### config.mk
export PLATFORM = sky130hd
export DESIGN_NAME = period_match_timer
export DESIGN_NICKNAME = d
export VERILOG_FILES = /design/src/include/period_match_timer_pkg.sv /design/src/verilog/period_match_timer.sv /design/src/verilog/prescale_divider.sv
export SDC_FILE = /design/constraint.sdc
export NUM_CORES = 1
export LEC_CHECK = 0
export CORE_MARGIN = 1
export CORE_UTILIZATION = 25
export DETAILED_ROUTE_END_ITERATION = 7
export DONT_BUFFER_PORTS = 1
export GPL_TIMING_DRIVEN = 0
export MAX_ROUTING_LAYER = met4
export RECOVER_POWER = 100
export SETUP_SLACK_MARGIN = 0.4
export SLEW_MARGIN = 20
export SYNTH_ARGS = -nofsm -noshare
export SYNTH_HDL_FRONTEND = slang
export SYNTH_HIERARCHICAL = 1
export SYNTH_SLANG_ARGS = --single-unit
### constraint.sdc
create_clock -name mclk -period 2.49 [get_ports mclk]
set_clock_uncertainty 0.15 [all_clocks]
set_input_delay 0.3735 -clock mclk [delete_from_list [all_inputs] [get_ports mclk]]
set_output_delay 0.3735 -clock mclk [all_outputs]
set_load 0.01 [all_outputs]
### src/include/period_match_timer_pkg.sv
// Purpose: Shared constants and types for the period match timer.
// Assumes: One 50 MHz system clock and an AHB-Lite register bus.
// Notes: Offsets are byte addresses of aligned 32-bit words.
package period_match_timer_pkg;

	// Register byte offsets.
	localparam logic [31:0] OFF_COUNT = 32'h0000_0000;
	localparam logic [31:0] OFF_PERIOD = 32'h0000_0004;
	localparam logic [31:0] OFF_CTRL = 32'h0000_0008;
	localparam logic [31:0] OFF_ENABLES = 32'h0000_000c;
	localparam logic [31:0] OFF_FLAGS = 32'h0000_0010;
	localparam logic [31:0] OFF_FLAG_CLR = 32'h0000_0014;

	// Reset values.
	localparam logic [7:0] COUNT_RST = 8'h00;
	localparam logic [7:0] PERIOD_RST = 8'hff;
	localparam logic [7:0] ENABLES_RST = 8'h00;

	// Field positions.
	localparam int RUN_BIT = 2;
	localparam int PSEL_LSB = 0;
	localparam int MATCH_BIT = 1;

	// Prescaler terminal counts, one less than the divide ratio.
	localparam logic [3:0] TERM_DIV1 = 4'h0;
	localparam logic [3:0] TERM_DIV4 = 4'h3;
	localparam logic [3:0] TERM_DIV8 = 4'h7;
	localparam logic [3:0] TERM_DIV16 = 4'hf;

	// Prescale select encodings.
	localparam logic [1:0] PSEL_DIV1 = 2'h0;
	localparam logic [1:0] PSEL_DIV4 = 2'h1;
	localparam logic [1:0] PSEL_DIV8 = 2'h2;

	localparam logic [1:0] HTRANS_NONSEQ = 2'h2;

	typedef struct packed {
		logic run;
		logic [1:0] psel;
	} ctrl_t;

	typedef struct packed {
		logic [31:0] addr;
		logic write;
	} addr_phase_t;

	typedef enum logic [2:0] {
		BUS_IDLE = 3'b001,
		BUS_WR = 3'b010,
		BUS_RD = 3'b100
	} bus_state_t;

endpackage

### src/verilog/period_match_timer.sv
// Purpose: Eight-bit period timer with prescaler, match flag and interrupt.
// Assumes: Zero-wait AHB-Lite slave, word accesses only, clock mclk at 50 MHz.
// Notes: Sleep freezes the whole timer, prescaler included.
// Functional notes
// - Eight-bit up-counter and period register, prescaler fed by the system clock.
// - Counter advances once per prescaler output pulse only.
// - Count starts at zero and wraps to zero on the increment after equality.
// - A prescaler tick while count equals period sets the match flag.
// - Count and period are readable and writable at any time.
// - Any reset loads count with zero and period with all ones.
// - Counter runs only while the run bit is one, else holds.
// - Prescale select picks divide by 1, 4, 8 or 16.
// - Count writes, control writes and reset clear the prescaler.
// - A control write leaves the count unchanged.
// - Upper 29 control bits read zero and ignore writes.
// - During sleep the timer state freezes and resumes afterwards.
//
// Chosen here: the register addresses and register access over AHB-Lite.
`timescale 1ns/1ps
`default_nettype none
module period_match_timer (
	input wire logic mclk,
	input wire logic rst_n,
	input wire logic sleep,
	input wire logic hsel,
	input wire logic [31:0] haddr,
	input wire logic [1:0] htrans,
	input wire logic hwrite,
	input wire logic [2:0] hsize,
	input wire logic [31:0] hwdata,
	input wire logic hready,
	output logic [31:0] hrdata,
	output logic hreadyout,
	output logic hresp,
	output logic irq
);

	// Bus slave.
	period_match_timer_pkg::bus_state_t state_r;
	period_match_timer_pkg::bus_state_t state_nxt;
	period_match_timer_pkg::addr_phase_t addrQ_r;
	period_match_timer_pkg::addr_phase_t addrQ_nxt;

	wire takeReq = hsel & hready & htrans[1];
	wire sizeWord = (hsize == 3'h2);

	assign addrQ_nxt.addr = haddr;
	assign addrQ_nxt.write = hwrite;

	always_comb begin
		state_nxt = period_match_timer_pkg::BUS_IDLE;
		if (takeReq && hwrite && sizeWord) begin
			state_nxt = period_match_timer_pkg::BUS_WR;
		end else if (takeReq && !hwrite) begin
			state_nxt = period_match_timer_pkg::BUS_RD;
		end
	end

	always_ff @(posedge mclk) begin
		if (!rst_n) begin
			state_r <= period_match_timer_pkg::BUS_IDLE;
		end else begin
			state_r <= state_nxt;
		end
	end

	always_ff @(posedge mclk) begin
		if (!rst_n) begin
			addrQ_r <= '0;
		end else if (takeReq) begin
			addrQ_r <= addrQ_nxt;
		end
	end

	wire inWrite = (state_r == period_match_timer_pkg::BUS_WR);
	wire inRead = (state_r == period_match_timer_pkg::BUS_RD);
	wire selCount = (addrQ_r.addr == period_match_timer_pkg::OFF_COUNT);
	wire selPeriod = (addrQ_r.addr == period_match_timer_pkg::OFF_PERIOD);
	wire selCtrl = (addrQ_r.addr == period_match_timer_pkg::OFF_CTRL);
	wire selEnables = (addrQ_r.addr == period_match_timer_pkg::OFF_ENABLES);
	wire selFlags = (addrQ_r.addr == period_match_timer_pkg::OFF_FLAGS);
	wire selFlagClr = (addrQ_r.addr == period_match_timer_pkg::OFF_FLAG_CLR);

	wire wrCount = inWrite & selCount;
	wire wrPeriod = inWrite & selPeriod;
	wire wrCtrl = inWrite & selCtrl;
	wire wrEnables = inWrite & selEnables;
	wire wrFlags = inWrite & selFlags;
	wire wrFlagClr = inWrite & selFlagClr;

	// The slave never stalls, so every access completes in one data phase.
	assign hreadyout = 1'b1;
	assign hresp = 1'b0;

	// Timer state.
	logic [7:0] count_r;
	logic [7:0] count_nxt;
	logic [7:0] period_r;
	period_match_timer_pkg::ctrl_t ctrl_r;
	period_match_timer_pkg::ctrl_t ctrl_nxt;
	logic matchEn_r;
	logic matchFlag_r;
	logic matchFlag_nxt;
	logic [3:0] terminal;
	logic tick;

	always_comb begin
		case (ctrl_r.psel)
			period_match_timer_pkg::PSEL_DIV1: terminal = period_match_timer_pkg::TERM_DIV1;
			period_match_timer_pkg::PSEL_DIV4: terminal = period_match_timer_pkg::TERM_DIV4;
			period_match_timer_pkg::PSEL_DIV8: terminal = period_match_timer_pkg::TERM_DIV8;
			default: terminal = period_match_timer_pkg::TERM_DIV16;
		endcase
	end

	// Sleep gates the prescaler too, so a wake-up resumes mid-period.
	wire advance = ctrl_r.run & ~sleep;
	wire preClear = wrCount | wrCtrl;

	// The prescaler runs straight from mclk, the system clock.
	prescale_divider #(
		.CNT_W(4)
	) u_prescale (
		.mclk(mclk),
		.rst_n(rst_n),
		.clear(preClear),
		.advance(advance),
		.terminal(terminal),
		.tick(tick)
	);

	wire atMatch = (count_r == period_r);
	wire wrapEvent = tick & atMatch;

	always_comb begin
		count_nxt = count_r;
		if (wrCount) begin
			count_nxt = hwdata[7:0];
		end else if (wrapEvent) begin
			count_nxt = 8'h00;
		end else if (tick) begin
			count_nxt = count_r + 8'h01;
		end
	end

	always_ff @(posedge mclk) begin
		if (!rst_n) begin
			count_r <= period_match_timer_pkg::COUNT_RST;
		end else begin
			count_r <= count_nxt;
		end
	end

	always_ff @(posedge mclk) begin
		if (!rst_n) begin
			period_r <= period_match_timer_pkg::PERIOD_RST;
		end else if (wrPeriod) begin
			period_r <= hwdata[7:0];
		end
	end

	// Only the three low bits are stored; the rest are never kept.
	assign ctrl_nxt.run = hwdata[period_match_timer_pkg::RUN_BIT];
	assign ctrl_nxt.psel = hwdata[period_match_timer_pkg::PSEL_LSB +: 2];

	always_ff @(posedge mclk) begin
		if (!rst_n) begin
			ctrl_r <= '0;
		end else if (wrCtrl) begin
			ctrl_r <= ctrl_nxt;
		end
	end

	always_ff @(posedge mclk) begin
		if (!rst_n) begin
			matchEn_r <= period_match_timer_pkg::ENABLES_RST[period_match_timer_pkg::MATCH_BIT];
		end else if (wrEnables) begin
			matchEn_r <= hwdata[period_match_timer_pkg::MATCH_BIT];
		end
	end

	// Writing zero to the flag or one to the clear word clears it.
	wire clrFlag = (wrFlags & ~hwdata[period_match_timer_pkg::MATCH_BIT])
		| (wrFlagClr & hwdata[period_match_timer_pkg::MATCH_BIT]);

	// A match in the same cycle as a clear must not be lost, so set wins.
	assign matchFlag_nxt = wrapEvent | (matchFlag_r & ~clrFlag);

	always_ff @(posedge mclk) begin
		if (!rst_n) begin
			matchFlag_r <= 1'b0;
		end else begin
			matchFlag_r <= matchFlag_nxt;
		end
	end

	assign irq = matchFlag_r & matchEn_r;

	// Read data.
	wire [31:0] rdCount = {24'h0, count_r};
	wire [31:0] rdPeriod = {24'h0, period_r};
	wire [31:0] rdCtrl = {29'h0, ctrl_r.run, ctrl_r.psel};
	wire [31:0] rdEnables = {30'h0, matchEn_r, 1'b0};
	wire [31:0] rdFlags = {30'h0, matchFlag_r, 1'b0};

	always_comb begin
		hrdata = 32'h0000_0000;
		if (inRead && selCount) begin
			hrdata = rdCount;
		end else if (inRead && selPeriod) begin
			hrdata = rdPeriod;
		end else if (inRead && selCtrl) begin
			hrdata = rdCtrl;
		end else if (inRead && selEnables) begin
			hrdata = rdEnables;
		end else if (inRead && selFlags) begin
			hrdata = rdFlags;
		end
	end
endmodule // period_match_timer
`default_nettype wire

### src/verilog/prescale_divider.sv
// Purpose: Divides the system clock into single-cycle advance ticks.
// Assumes: The terminal count only changes together with a clear.
// Notes: Holds its count while advance is low.
`timescale 1ns/1ps
`default_nettype none
module prescale_divider #(
	parameter int CNT_W = 4
) (
	input wire logic mclk,
	input wire logic rst_n,
	input wire logic clear,
	input wire logic advance,
	input wire logic [CNT_W-1:0] terminal,
	output logic tick
);
	logic [CNT_W-1:0] cnt_r;
	logic [CNT_W-1:0] cnt_nxt;
	wire atTerm = (cnt_r == terminal);

	assign tick = advance & atTerm;
	assign cnt_nxt = atTerm ? '0 : cnt_r + 1'b1;

	always_ff @(posedge mclk) begin
		if (!rst_n || clear) begin
			cnt_r <= '0;
		end else if (advance) begin
			cnt_r <= cnt_nxt;
		end
	end
endmodule // prescale_divider
`default_nettype wire

Yosys cells after proc, flatten, opt, wreduce, memory -nomap -nowiden
Cells that the tools add are included.
{ "word_totals": {"output_inout_bits": 35, "mem_bits_rw": 0, "in_bits": 75, "latchBits": 0, "n_memories": 0, "romBits": 0, "regBits": 60, "elab_cells": 73} }
{ "op_classes": {"n_mux": 12, "div": 0, "n_mul": 0, "eq_ne": 12, "reduce_logical": 15, "n_bitwise": 22, "shift": 0, "addsub": 2, "order_cmp": 0} }
{ "op_table": {"columns": ["op", "n"], "rows": [
  ["$eq 32x4->1 const B", 2],
  ["$eq 32x5->1 const B", 2],
  ["$mux 8", 5],
  ["$eq 32x3->1 const B", 1],
  ["$logic_not 32->1", 1],
  ["$and 1x1->1", 15],
  ["$pmux 4 s3", 1],
  ["$add 8x1->8 const B", 1],
  ["$eq 8x8->1", 1],
  ["$logic_and 1x1->1", 8],
  ["$eq 3x2->1 const B", 2],
  ["$mux 2", 3],
  ["$mux 3", 2],
  ["$add 4x1->4 const B", 1],
  ["$eq 4x4->1", 1],
  ["$mux 4", 1],
  ["$not 1->1", 4],
  ["$eq 3x3->1 const B", 1],
  ["$or 1x1->1", 3],
  ["$reduce_bool 3->1", 1],
  ["$eq 2x1->1 const B", 1],
  ["$eq 2x2->1 const B", 1],
  ["$logic_not 1->1", 2],
  ["$logic_not 2->1", 1],
  ["2 further kinds", 2]
]} }

Longest topological paths before layout
Gate-level depths: netlist (run 1).
{ "depth": {"depth_word": 7, "ltp_mapped": 9, "mapped_depth_nobuf": 9} }

Modules after synthesis
Netlist (run 1), hierarchy kept.
{ "modules_own_cells": {"columns": ["mod", "cells_per_inst", "seq_area_each_um2", "n_inst", "area_per_inst_um2"], "rows": [
  ["period_match_timer", 357, 1121.1, 1, 2825.2],
  ["prescale_divider", 29, 80.1, 1, 305.3]
]} }

Worst setup path after synthesis (run 1)
Ideal clock, no wire load.
{ "synth_timing": {"path_type": "reg-to-reg", "from": "register ctrl_r[0] (netlist name)", "to": "register count_r[5]", "setup_ns": 0.057, "slack_ns": 0.010, "arrival_ns": 2.273, "stages_incl_launch_ff": 9, "path_cell_list": "dfxtp_1 -> or2_2 -> xor2_1 -> nor4_2 -> and2_1 -> clkinv_1 -> or3_1 -> a21oi_1 -> o21ba_2"} }
{ "synth_via": {"elab_chain_cells": 7} }
{ "synth_lines": {"columns": ["element", "line_no", "source"], "rows": [
  ["from (decl)", "period_match_timer.sv:99", "period_match_timer_pkg::ctrl_t ctrl_r;"],
  ["from (signal assigned)", "period_match_timer.sv:170", "ctrl_r <= ctrl_nxt;"],
  ["$eq 2x2->1 (tied with other cells)", "period_match_timer.sv:108", "case (ctrl_r.psel)"],
  ["$pmux 4 s3 (*)", "period_match_timer.sv:108", null],
  ["named net terminal[0]", "period_match_timer.sv:104", "logic [3:0] terminal;"],
  ["$eq 4x4->1 (*)", "prescale_divider.sv:18", "wire atTerm = (cnt_r == terminal);"],
  ["$and 1x1->1 (*)", "prescale_divider.sv:20", "assign tick = advance & atTerm;"],
  ["named net tick", "period_match_timer.sv:105", "logic tick;"],
  ["$and 1x1->1", "period_match_timer.sv:133", "wire wrapEvent = tick & atMatch;"],
  ["$mux 8", "period_match_timer.sv:139", "end else if (wrapEvent) begin"],
  ["$mux 8", "period_match_timer.sv:137", "if (wrCount) begin"],
  ["to (signal assigned)", "period_match_timer.sv:148", "count_r <= period_match_timer_pkg::COUNT_RST;"],
  ["to (signal assigned)", "period_match_timer.sv:150", "count_r <= count_nxt;"],
  ["to (decl)", "period_match_timer.sv:96", "logic [7:0] count_r;"]
]} }
The timed path passes the listed nets; every way through them passes the cells marked *.
A chain may end at the register's enable or synchronous reset.

Final worst setup path (run 1)
{ "layout_timing": {"from": "register addrQ_r[30] (netlist name)", "to": "output hrdata[5]"} }
{ "layout_via": {"elab_chain_cells": 4} }
{ "layout_lines": {"columns": ["element", "line_no", "source"], "rows": [
  ["from (decl)", "period_match_timer.sv:41", "period_match_timer_pkg::addr_phase_t addrQ_r;"],
  ["from (signal assigned)", "period_match_timer.sv:71", "addrQ_r <= addrQ_nxt;"],
  ["$eq 32x3->1", "period_match_timer.sv:78", "wire selPeriod = (addrQ_r.addr == period_match_timer_pkg::OFF_PERIOD);"],
  ["$logic_and 1x1->1", "period_match_timer.sv:210", "end else if (inRead && selPeriod) begin"],
  ["$mux 8", "period_match_timer.sv:210", null],
  ["$mux 8 (*)", "period_match_timer.sv:208", "if (inRead && selCount) begin"],
  ["to (decl)", "period_match_timer.sv:32", "output logic [31:0] hrdata,"]
]} }
Every way passes the cells marked *; elsewhere a longest branch is shown, timed or not.

==> results by group, run 1 <==
Logic synthesis
  – EDFF count, synth: 0
  – Fraction of the mapped netlist area in adder cells: 0.00799
  – Largest family of logic cells by synthesized area: simple AND/OR/NAND/NOR gates
  – Cell variety after synth: 49
  – Share of the synthesized area in the top cell type: 0.384
  – Post-Syn Instances: 386
  – Xor and xnor area share after synthesis: 0.0464
  – Post-Syn Area: 3130 sq um
  – Compound-Gate Fraction of Synth Area: 0.141
  – #FFs+latches synth: 60
  – Leading area contributor after synthesis: dfxtp_1
  – YS warnings: 6
  – Synth area leaders: dfxtp_1 38%, nand2_1 9.8%, mux2i_1 6.7%
  – Sequential share of the synthesized area: 0.384
  – Post-synthesis simple-gate area fraction: 0.260
  – Mux cell area share after synthesis: 0.0671
  – Async SR Flop Fraction: 0
  – Post-Syn Area per Cell: approximately 8.1 sq um
  – Post-synth top flop: dfxtp_1

Drt
  – DR vias: between 2,000 and 3,000
  – Iter 0 DRT Violations: 56
  – Drt drc: 0
  – Vias/cell: 4.47
  – Post-detailed-route count of antenna-violating nets: 0
  – WL per Instance: 13.4 um
  – Final wirelength: 8220 um
  – Drt first pass iters: 4

STA
  – Fin. max-slew vios: 0
  – Max Freq: 0.411 GHz
  – Final Cycle Share: 0.977
  – Setup tns final: 0 ns
  – Unrepaired setup endpoints after global routing: yes
  – Setup violations, final: 0
  – Least-Margin Pin Slew: 0.531 ns
  – Fin. Hold Viols: 0
  – Period minus WS final: 2.43 ns
  – Slew HR: 0.646

GRT
  – Largest net degree at the start of global routing: 13
  – Overall Global Routing Usage: 0.133
  – Initial antenna violation count: 0
  – First-pass GRT wire length: 12,900 um
  – Remaining Overflow, GRT: 0
  – Number of global-route vias before repair: 2,600

Min path
  – Worst min path class: input pin to flop
  – Hold Crit Start: haddr[29]

Layout
  – Area delta synth->final: 36.4%
  – Share of post-route cells with drive strength above 1: 0.271
  – Most common cell after layout, fill and taps aside: nand2_1
  – Post-Layout Cell Count: 615
  – Most frequent cells in the layout: 81 x nand2_1, 55 x dfxtp_1, 41 x buf_4
  – Area taken by multi-input logic gates: 2020 sq um
  – Register area: 1210 sq um
  – Inserted Diodes: 0
  – Fill cells: 1,267
  – Nets: 519

Die
  – Core Box Area: 12,100 sq um
  – Top Ports: 110
  – Height of the die: approximately 110 um
  – Full die area: 13,000 sq um
  – Die Wd: roughly 110 um
  – Initial Utilization: 0.258
  – Num rows: 40

Critical path
  – WP data required: 1.97 ns
  – Reg2reg start: ctrl_r[1]$_SDFFE_PN0P_
  – Max incr delay on CP: roughly 0.34 ns
  – WS Path Type: flop to primary output
  – Setup crit start kind: flop
  – Critical-path cell list: nor4_4 -> nand4_1 -> nor4_4 -> buf_4 -> nand2b_4 -> nor2_4
  – Worst-path fanout max: 5
  – FF-to-FF setup slack: around 0.18 ns
  – Most used cell, CP: nor4_4
  – Critical Path Sink Type: primary output
  – CP arrival: 1.91 ns
  – CP startpoint: addrQ_r[30]$_SDFFE_PN0P_
  – Slowest stage cell, crit path: dfxtp_2

Power
  – Pwr dens: 598 nW/um^2
  – Clock network fraction of total power: 0.499
  – Reg power frac: 0.394
  – Worst vdd ir: between 0.3 and 0.4 mV
  – Switching share of total power: 0.248
  – Leak: 1.57 nW
  – Logic pwr share: 0.107
  – P_int: ~0.0019 W
  – Switch Pwr: 0.000634 W

Placement
  – Buffers added on ports: 0
  – RePlAce Congestion: ~0.8
  – DPL Wire Length: 5880 um
  – Dpl cells: a little under 600

Clocking
  – H-tree levels: 3
  – Worst-skew pair later-pin latency: about 0.33 ns
  – CTS Buf Count: 9
  – Clock root buffer: clkbuf_16
  – Max Buffers Root-to-Sink: 2
  – Sink Count: 60
  – Clock tree from TritonCTS: done
  – Reg clk slew, reported paths: roughly 0.060 ns

Run status
  – Status: complete, no violations

Run
  – Max_cap viols: 0
## stage by stage
stage	hold slack (ns)	area (sq um)	utilization	setup slack [ns]	total power, W
after floorplan	0.286	3260	-	0.382	0.00118
after global placement	0.293	3470	0.286	-0.0570	0.00121
after detailed placement	0.296	3470	0.286	-0.104	0.00122
after CTS	0.00707	4070	0.336	0.0248	0.00255
after global routing	0.0199	4270	0.353	-0.0485	0.00267
final	0.0195	4270	0.353	0.0579	0.00255
## cells in the mapped netlist, types with 6 or more instances
master	count
nor2_1	15
dfxtp_1	60
and2_1	7
a21oi_1	41
buf_4	26
clkbuf_1	19
mux2i_1	21
nor4_1	10
nand2_1	82
nor2b_1	6
nand4_1	7
xnor2_1	8
o21ai_0	14
nor3_1	6
## worst paths after layout
kind,to,cells after the start
worst max register to register,count_r[5]$_SDFFE_PN0P_,9
worst max-delay path,hrdata[5],6
worst min-delay path,addrQ_r[30]$_SDFFE_PN0P_,2
worst min register to register,addrQ_r[23]$_SDFFE_PN0P_,2
## final cells by class
type,count,share of cell area
clock buffer,10,0.0560
tap,168,0.0492
buffer,46,0.0689
clock inverter,6,0.0167
multi-input combinational,300,0.473
sequential,60,0.283
timing repair buffer,21,0.0481
inverter,4,0.00527
## critical path, delay by kind of cell, from the launching register on
kind | cells | cell delay, ns
buffers and inverters | 1 | 0.17
and+or+nand+nor | 5 | 1.06
DFF | 1 | 0.34
## state kept, by name, summed over array words and instances (netlist names)
| register | cells |
|---|---|
| u_prescale/cnt_r | 4 |
| period_r | 8 |
| matchFlag_r | 1 |
| ctrl_r | 3 |
| addrQ_r | 32 |
| count_r | 8 |
| state_r | 3 |
| matchEn_r | 1 |
## layer usage
metal  wire, um  vias to the layer above  global-route usage
met5          0                        -                   -
met4         74                        0              0.0338
met3        461                        6              0.0399
met2       4030                       72               0.214
met1       3650                     1264               0.163
li1           -                     1404                   -
## what timing repair did
| item | in CTS | in global routing |
|---|---|---|
| hold endpoints to repair | 1 | 0 |
| pin swaps | 16 | 22 |
| endpoints found under the setup margin | 26 | 32 |
| resized for setup | 42 | 31 |
| hold buffers | 1 | 0 |
| gates cloned | 0 | 0 |
| buffers inserted | 12 | 8 |
## power by group through the flow
| stage | registers (W) | logic [W] | clock network [W] |
|---|---|---|---|
| finish | 0.00101 | 0.000273 | 0.00127 |
| global route | 0.00101 | 0.000299 | 0.00136 |
| CTS | 0.00100 | 0.000240 | 0.00131 |
| detailed placement | 0.00102 | 0.000197 | 0 |
| global placement | 0.00102 | 0.000193 | 0 |
| floorplan | 0.00102 | 0.000164 | 0 |
## kinds of logic (layout without fill, tap and decap cells)
kind of cell	after synthesis	after routing
flip-flops	60	60
adder cells (fa/ha/maj)	2	2
multiplexers	21	21
other	2	26
buffers and inverters	50	87
XOR/XNOR	14	14
AND/OR/NAND/NOR	162	162
AO/OA/AOI/OAI	75	75
Note: power is estimated with default switching activity, not from simulation.
==> inputs of run 2 (changes only) <==
Settings changed: CORE_ASPECT_RATIO set to 0.75, MAX_ROUTING_LAYER met4 to unset.
==> results by group, run 2 (synthesis results as in run 1) <==
GRT
  – Largest net degree at the start of global routing: 11 (-2)
  – First-pass GRT wire length: 13,200 um (+2.1%)
  – Initial antenna violation count: 0 (unchanged)
  – Number of global-route vias before repair: 2,600 (unchanged)
  – Remaining Overflow, GRT: 0 (unchanged)
  – Overall Global Routing Usage: 0.129 (-0.00423)

STA
  – Unrepaired setup endpoints after global routing: yes
  – Setup violations, final: 0 (unchanged)
  – Final Cycle Share: 0.971 (-0.00607)
  – Hold slack: 0.0300 ns (+0.0106 ns)
  – Max Freq: 0.414 GHz (+0.63%)
  – Fin. Hold Viols: 0 (unchanged)
  – Slew HR: 0.603 (-0.0425)
  – Period minus WS final: 2.42 ns (-0.0151 ns)
  – Setup tns final: 0 ns (unchanged)
  – Fin. max-slew vios: 0 (unchanged)
  – Least-Margin Pin Slew: 0.594 ns (+0.0625 ns)

Die
  – Core Box Area: 11,900 sq um (-1.7%)
  – Num rows: 34 (-15%)
  – Height of the die: 98.9 um (-13%)
  – Die Wd: 131 um (+15%)
  – Initial Utilization: 0.263 (+0.00434)
  – Full die area: 13,000 sq um (about the same)
  – Top Ports: 110 (unchanged)

Layout
  – Final Util: 0.349 (-0.00342)
  – Most common cell after layout, fill and taps aside: nand2_1
  – Most frequent cells in the layout: 81 x nand2_1, 53 x dfxtp_1, 39 x a21oi_1
  – Inserted Diodes: 0 (unchanged)
  – Fill cells: 1,240 (-2.1%)
  – Share of post-route cells with drive strength above 1: 0.260 (-0.0111)
  – Nets: 516 (-0.58%)
  – Largest registers: addrQ_r (32), count_r (8), period_r (8)
  – Area delta synth->final: 32.9%
  – Post-Layout Cell Count: 605 (-1.6%)
  – Largest register by flop count: addrQ_r
  – Max reg flops: 32 (unchanged)

Clocking
  – CTS Buf Count: 9 (unchanged)
  – Clock tree from TritonCTS: done
  – Reg clk slew, reported paths: 0.05 ns (about the same)
  – Clock root buffer: clkbuf_16
  – H-tree levels: 3 (unchanged)
  – Max Buffers Root-to-Sink: 2 (unchanged)
  – Sink Count: 60 (unchanged)
  – Worst-skew pair later-pin latency: 0.32 ns (about the same)

Critical path
  – Max incr delay on CP: 0.33 ns (about the same)
  – Setup crit start kind: flop
  – Worst R2R End: ctrl_r[1]$_SDFFE_PN0P_
  – Slowest stage cell, crit path: dfxtp_1
  – Most used cell, CP: nor4_4
  – WP data required: 1.97 ns (about the same)
  – Buf+Inv Stages, Crit Path: 2 (+1)
  – Worst-path fanout max: 2 (-3)
  – Critical Path Sink Type: primary output
  – CP top delay family: simple AND/OR/NAND/NOR gates
  – Path depth of the worst reg2reg path: 5 (-4)
  – CP arrival: 1.89 ns (-0.02 ns)
  – CP startpoint: addrQ_r[26]$_SDFFE_PN0P_
  – FF-to-FF setup slack: 0.20 ns (+0.02 ns)
  – Reg2reg start: state_r[0]$_SDFF_PN1_
  – Critical Path End: hrdata[2]
  – Crit path depth: 6 (unchanged)
  – WS Path Type: flop to primary output
  – Critical-path cell list: nor4_4 -> nand4_1 -> buf_6 -> nor4_4 -> buf_4 -> and2_4

Drt
  – Final wirelength: 8200 um (-0.22%)
  – WL per Instance: 13.6 um (+1.4%)
  – Drt first pass iters: 4 (unchanged)
  – Iter 0 DRT Violations: 112 (+100%)
  – DR vias: 2,726 (-0.73%)
  – Vias/cell: 4.51 (+0.91%)
  – Post-detailed-route count of antenna-violating nets: 0 (unchanged)
  – Drt drc: 0 (unchanged)

Placement
  – Buffers added on ports: 0 (unchanged)
  – Dpl cells: 572 (-1.0%)
  – RePlAce Congestion: 0.808 (+0.70%)
  – DPL Wire Length: 5880 um (about the same)

Run status
  – Status: complete, no violations

Min path
  – Worst min path class: input pin to flop
  – Hold Crit Start: hwdata[0]

Power
  – Clock network fraction of total power: 0.468 (-0.031)
  – P_int: 0.00182 W (-5.3%)
  – Pwr dens: 571 nW/um^2 (-4.6%)
  – Worst vdd ir: 0.344 mV (-9.1%)
  – Logic pwr share: 0.106 (about the same)
  – Switching share of total power: 0.234 (-0.0141)
  – Switch Pwr: 0.000555 W (-12%)
  – Leak: 1.54 nW (-1.8%)
  – Reg power frac: 0.425 (+0.031)

Run
  – Max_cap viols: 0 (unchanged)
-- run 2: metal layers --
metal | vias to the layer above | share of wire | GRT usage
met3 | 8 | 0.056 | 0.0422
met2 | 68 | 0.48 | 0.214
met4 | 0 | 0.010 | 0.0326
li1 | 1389 | - | -
met1 | 1261 | 0.45 | 0.161
met5 | - | 0 | 0
-- run 2: final cells by class --
class | instances | area [sq um] | share of cell area
multi-input combinational | 300 | 1990 | 0.479
sequential | 60 | 1210 | 0.291
buffer | 46 | 282 | 0.0677
clock buffer | 13 | 260 | 0.0626
tap | 162 | 203 | 0.0487
timing repair buffer | 17 | 169 | 0.0406
inverter | 4 | 22.5 | 0.00542
timing repair inverter | 1 | 11.3 | 0.00271
clock inverter | 2 | 10.0 | 0.00241
-- run 2: power by group through the flow --
stage | Sequential [W] | Combinational, W | Clock [W]
2_1_floorplan | 0.00102 | 0.000164 | 0
3_3_place_gp | 0.00102 | 0.000195 | 0
3_5_place_dp | 0.00102 | 0.000198 | 0
4_1_cts | 0.00101 | 0.000224 | 0.00114
5_1_grt | 0.00101 | 0.000278 | 0.00119
6_report | 0.00101 | 0.000252 | 0.00111
-- run 2: through the flow --
stage	total power [W]	cell area [sq um]	setup slack, ns
2_1_floorplan	0.00118	3260	0.382
3_3_place_gp	0.00121	3460	-0.00137
3_5_place_dp	0.00122	3460	0.000717
4_1_cts	0.00237	3970	0.0516
5_1_grt	0.00248	4160	-0.00839
6_report	0.00237	4160	0.0730
-- run 2: what timing repair did --
item | CTS | global route
hold endpoints to repair | 1 | 0
gates resized for setup | 35 | 41
gates cloned | 1 | 0
setup buffers | 10 | 6
hold buffers | 1 | 0
setup endpoints to repair | 25 | 28
pin swaps | 16 | 21
-- run 2: worst min path at each step --
stage	to	cells past startpoint	slack, ns
global placement	addrQ_r[22]$_SDFFE_PN0P_	2	0.29
finish	period_r[0]$_SDFFE_PN1P_	2	0.03
global route	addrQ_r[29]$_SDFFE_PN0P_	2	0.03
floorplan	addrQ_r[15]$_SDFFE_PN0P_	2	0.29
detailed placement	addrQ_r[17]$_SDFFE_PN0P_	2	0.30
CTS	period_r[0]$_SDFFE_PN1P_	2	0.02
==> inputs of run 3 (changes only) <==
--- a/constraint.sdc
+++ b/constraint.sdc
@@ -3,3 +3,3 @@
 set_input_delay 0.3735 -clock mclk [delete_from_list [all_inputs] [get_ports mclk]]
 set_output_delay 0.3735 -clock mclk [all_outputs]
-set_load 0.01 [all_outputs]
+set_load 0.02 [all_outputs]
==> results by group, run 3 (synthesis results as in run 1) <==
Clocking
  – H-tree levels: 3 (unchanged)
  – Sink Count: 60 (unchanged)
  – CTS Buf Count: 9 (unchanged)
  – Reg clk slew, reported paths: 0.06 ns (about the same)
  – Clock root buffer: clkbuf_16
  – Worst-skew pair later-pin latency: 0.32 ns (about the same)
  – Max Buffers Root-to-Sink: 2 (unchanged)
  – Clock tree from TritonCTS: done

STA
  – Slew HR: 0.628 (+0.0242)
  – Unrepaired setup endpoints after global routing: yes
  – Setup violations, final: 7 (+7)
  – Final Cycle Share: 1.02 (+0.0508)
  – Hold slack: 0.0261 ns (-0.00393 ns)
  – Period minus WS final: 2.54 ns (+0.126 ns)
  – Final worst setup slack: -0.0535 ns (-0.126 ns)
  – Least-Margin Pin Slew: 0.559 ns (-0.0350 ns)
  – Fin. max-slew vios: 0 (unchanged)
  – Max Freq: 0.393 GHz (-5.0%)
  – Fin. Hold Viols: 0 (unchanged)

GRT
  – Largest net degree at the start of global routing: 11 (unchanged)
  – Initial antenna violation count: 0 (unchanged)
  – Number of global-route vias before repair: 2,635 (+1.3%)
  – Remaining Overflow, GRT: 0 (unchanged)
  – First-pass GRT wire length: 13,000 um (-1.6%)
  – Overall Global Routing Usage: 0.127 (-0.00219)

Die
  – Die Wd: 131 um (unchanged)
  – Initial Utilization: 0.263 (unchanged)
  – Num rows: 34 (unchanged)
  – Core Box Area: 11,900 sq um (unchanged)
  – Height of the die: 98.9 um (unchanged)
  – Top Ports: 110 (unchanged)
  – Full die area: 13,000 sq um (unchanged)

Power
  – Leak: 1.56 nW (+1.1%)
  – Worst vdd ir: 0.436 mV (+27%)
  – Pwr dens: 609 nW/um^2 (+6.7%)

Critical path
  – Critical Path Sink Type: primary output
  – CP startpoint: addrQ_r[26]$_SDFFE_PN0P_
  – Worst-path fanout max: 5 (+3)
  – WP data required: 1.97 ns (about the same)
  – CP arrival: 2.02 ns (+0.13 ns)
  – Reg2reg start: ctrl_r[1]$_SDFFE_PN0P_
  – WS Path Type: flop to primary output
  – Setup crit start kind: flop

Drt
  – DR vias: 2,797 (+2.6%)
  – Drt first pass iters: 4 (unchanged)
  – WL per Instance: 13.9 um (+2.5%)
  – Iter 0 DRT Violations: 68 (-39%)
  – Drt drc: 0 (unchanged)
  – Vias/cell: 4.61 (+2.3%)
  – Final wirelength: 8440 um (+2.8%)
  – Post-detailed-route count of antenna-violating nets: 0 (unchanged)

Layout
  – Post-Layout Cell Count: 607 (+0.33%)
  – Share of post-route cells with drive strength above 1: 0.265 (+0.00557)
  – Largest registers: addrQ_r (32), count_r (8), period_r (8)
  – Nets: 518 (+0.39%)
  – Final Cell Area: 4220 sq um (+1.5%)
  – Most frequent cells in the layout: 81 x nand2_1, 51 x dfxtp_1, 41 x buf_4
  – Largest register by flop count: addrQ_r
  – Max reg flops: 32 (unchanged)
  – Inserted Diodes: 0 (unchanged)
  – Area delta synth->final: 34.9%
  – Most common cell after layout, fill and taps aside: nand2_1

Placement
  – Area after DPL: 3520 sq um (+1.7%)
  – Buffers added on ports: 0 (unchanged)
  – RePlAce Congestion: 0.822 (+1.7%)
  – Dpl cells: 572 (unchanged)
  – DPL Wire Length: 5830 um (-0.86%)

Min path
  – Worst min path class: input pin to flop
  – Hold Crit Start: haddr[9]

Run
  – Max_cap viols: 0 (unchanged)

Run status
  – Violated checks: setup timing
  – Status: finished, violations left
-- run 3: changes by cell type in the layout (fill, tap and decap cells not counted), sizes merged --
cell    previous run  this run
bufinv             0         2
clkbuf            31        29
clkinv             2         4
buf               44        45
inv                5         4
-- run 3: path summary, 6_finish.rpt --
check	endpoint	slack (ns)	cells after the start
setup / recovery	hrdata[7]	-0.05	5
hold / removal	addrQ_r[10]$_SDFFE_PN0P_	0.03	2
setup reg to reg	count_r[5]$_SDFFE_PN0P_	0.04	8
hold reg to reg	addrQ_r[15]$_SDFFE_PN0P_	0.31	2
-- run 3: area by class of cell --
cell class,instances,area (sq um)
Sequential cell,60,1220
Inverter,4,22.5
Clock inverter,6,80.1
Timing Repair Buffer,20,166
Clock buffer,9,225
Multi-Input combinational cell,300,2030
Buffer,46,282
Tap cell,162,203
Fill cell,1243,7690
-- run 3: power by group --
group          total, W  internal [W]  leakage (nW)  switching (W)
registers       0.00101      0.000984         0.491      0.0000227
logic          0.000286      0.000119         0.913       0.000167
clock network   0.00128      0.000861         0.155       0.000417
total           0.00257       0.00196          1.56       0.000607
-- run 3: per-stage QoR --
| stage | worst slack [ns] | total power (W) | setup TNS, ns | utilization |
|---|---|---|---|---|
| 2_1_floorplan | 0.353 | 0.00121 | 0 | - |
| 3_3_place_gp | 0.0257 | 0.00124 | 0 | 0.295 |
| 3_5_place_dp | 0.0141 | 0.00124 | 0 | 0.295 |
| 4_1_cts | -0.0492 | 0.00257 | -0.150 | 0.339 |
| 5_1_grt | -0.149 | 0.00266 | -1.39 | 0.355 |
| 6_report | -0.0535 | 0.00257 | -0.333 | 0.355 |
-- run 3: metal layers --
metal  routed length, um  part of all wire  GRT usage
met5                   0                 0          0
met4                  57            0.0068     0.0335
met3                 480             0.057     0.0381
met2                4150              0.49      0.213
met1                3750              0.44      0.158
-- run 3: critical path, cell delays in order, from the launching register on --
cell and delay, ns:
dfxtp_2 0.33, nor4_4 0.30, nand4_1 0.27, nor4_4 0.44
nand2b_4 0.18, nor2_4 0.18
-- run 3: repair_timing --
| action | in CTS | in global routing |
|---|---|---|
| resized for setup | 30 | 44 |
| pin swaps | 14 | 23 |
| buffers inserted | 9 | 10 |
| setup endpoints to repair | 22 | 32 |
| hold endpoints to repair | 1 | 0 |
| hold buffers | 1 | 0 |
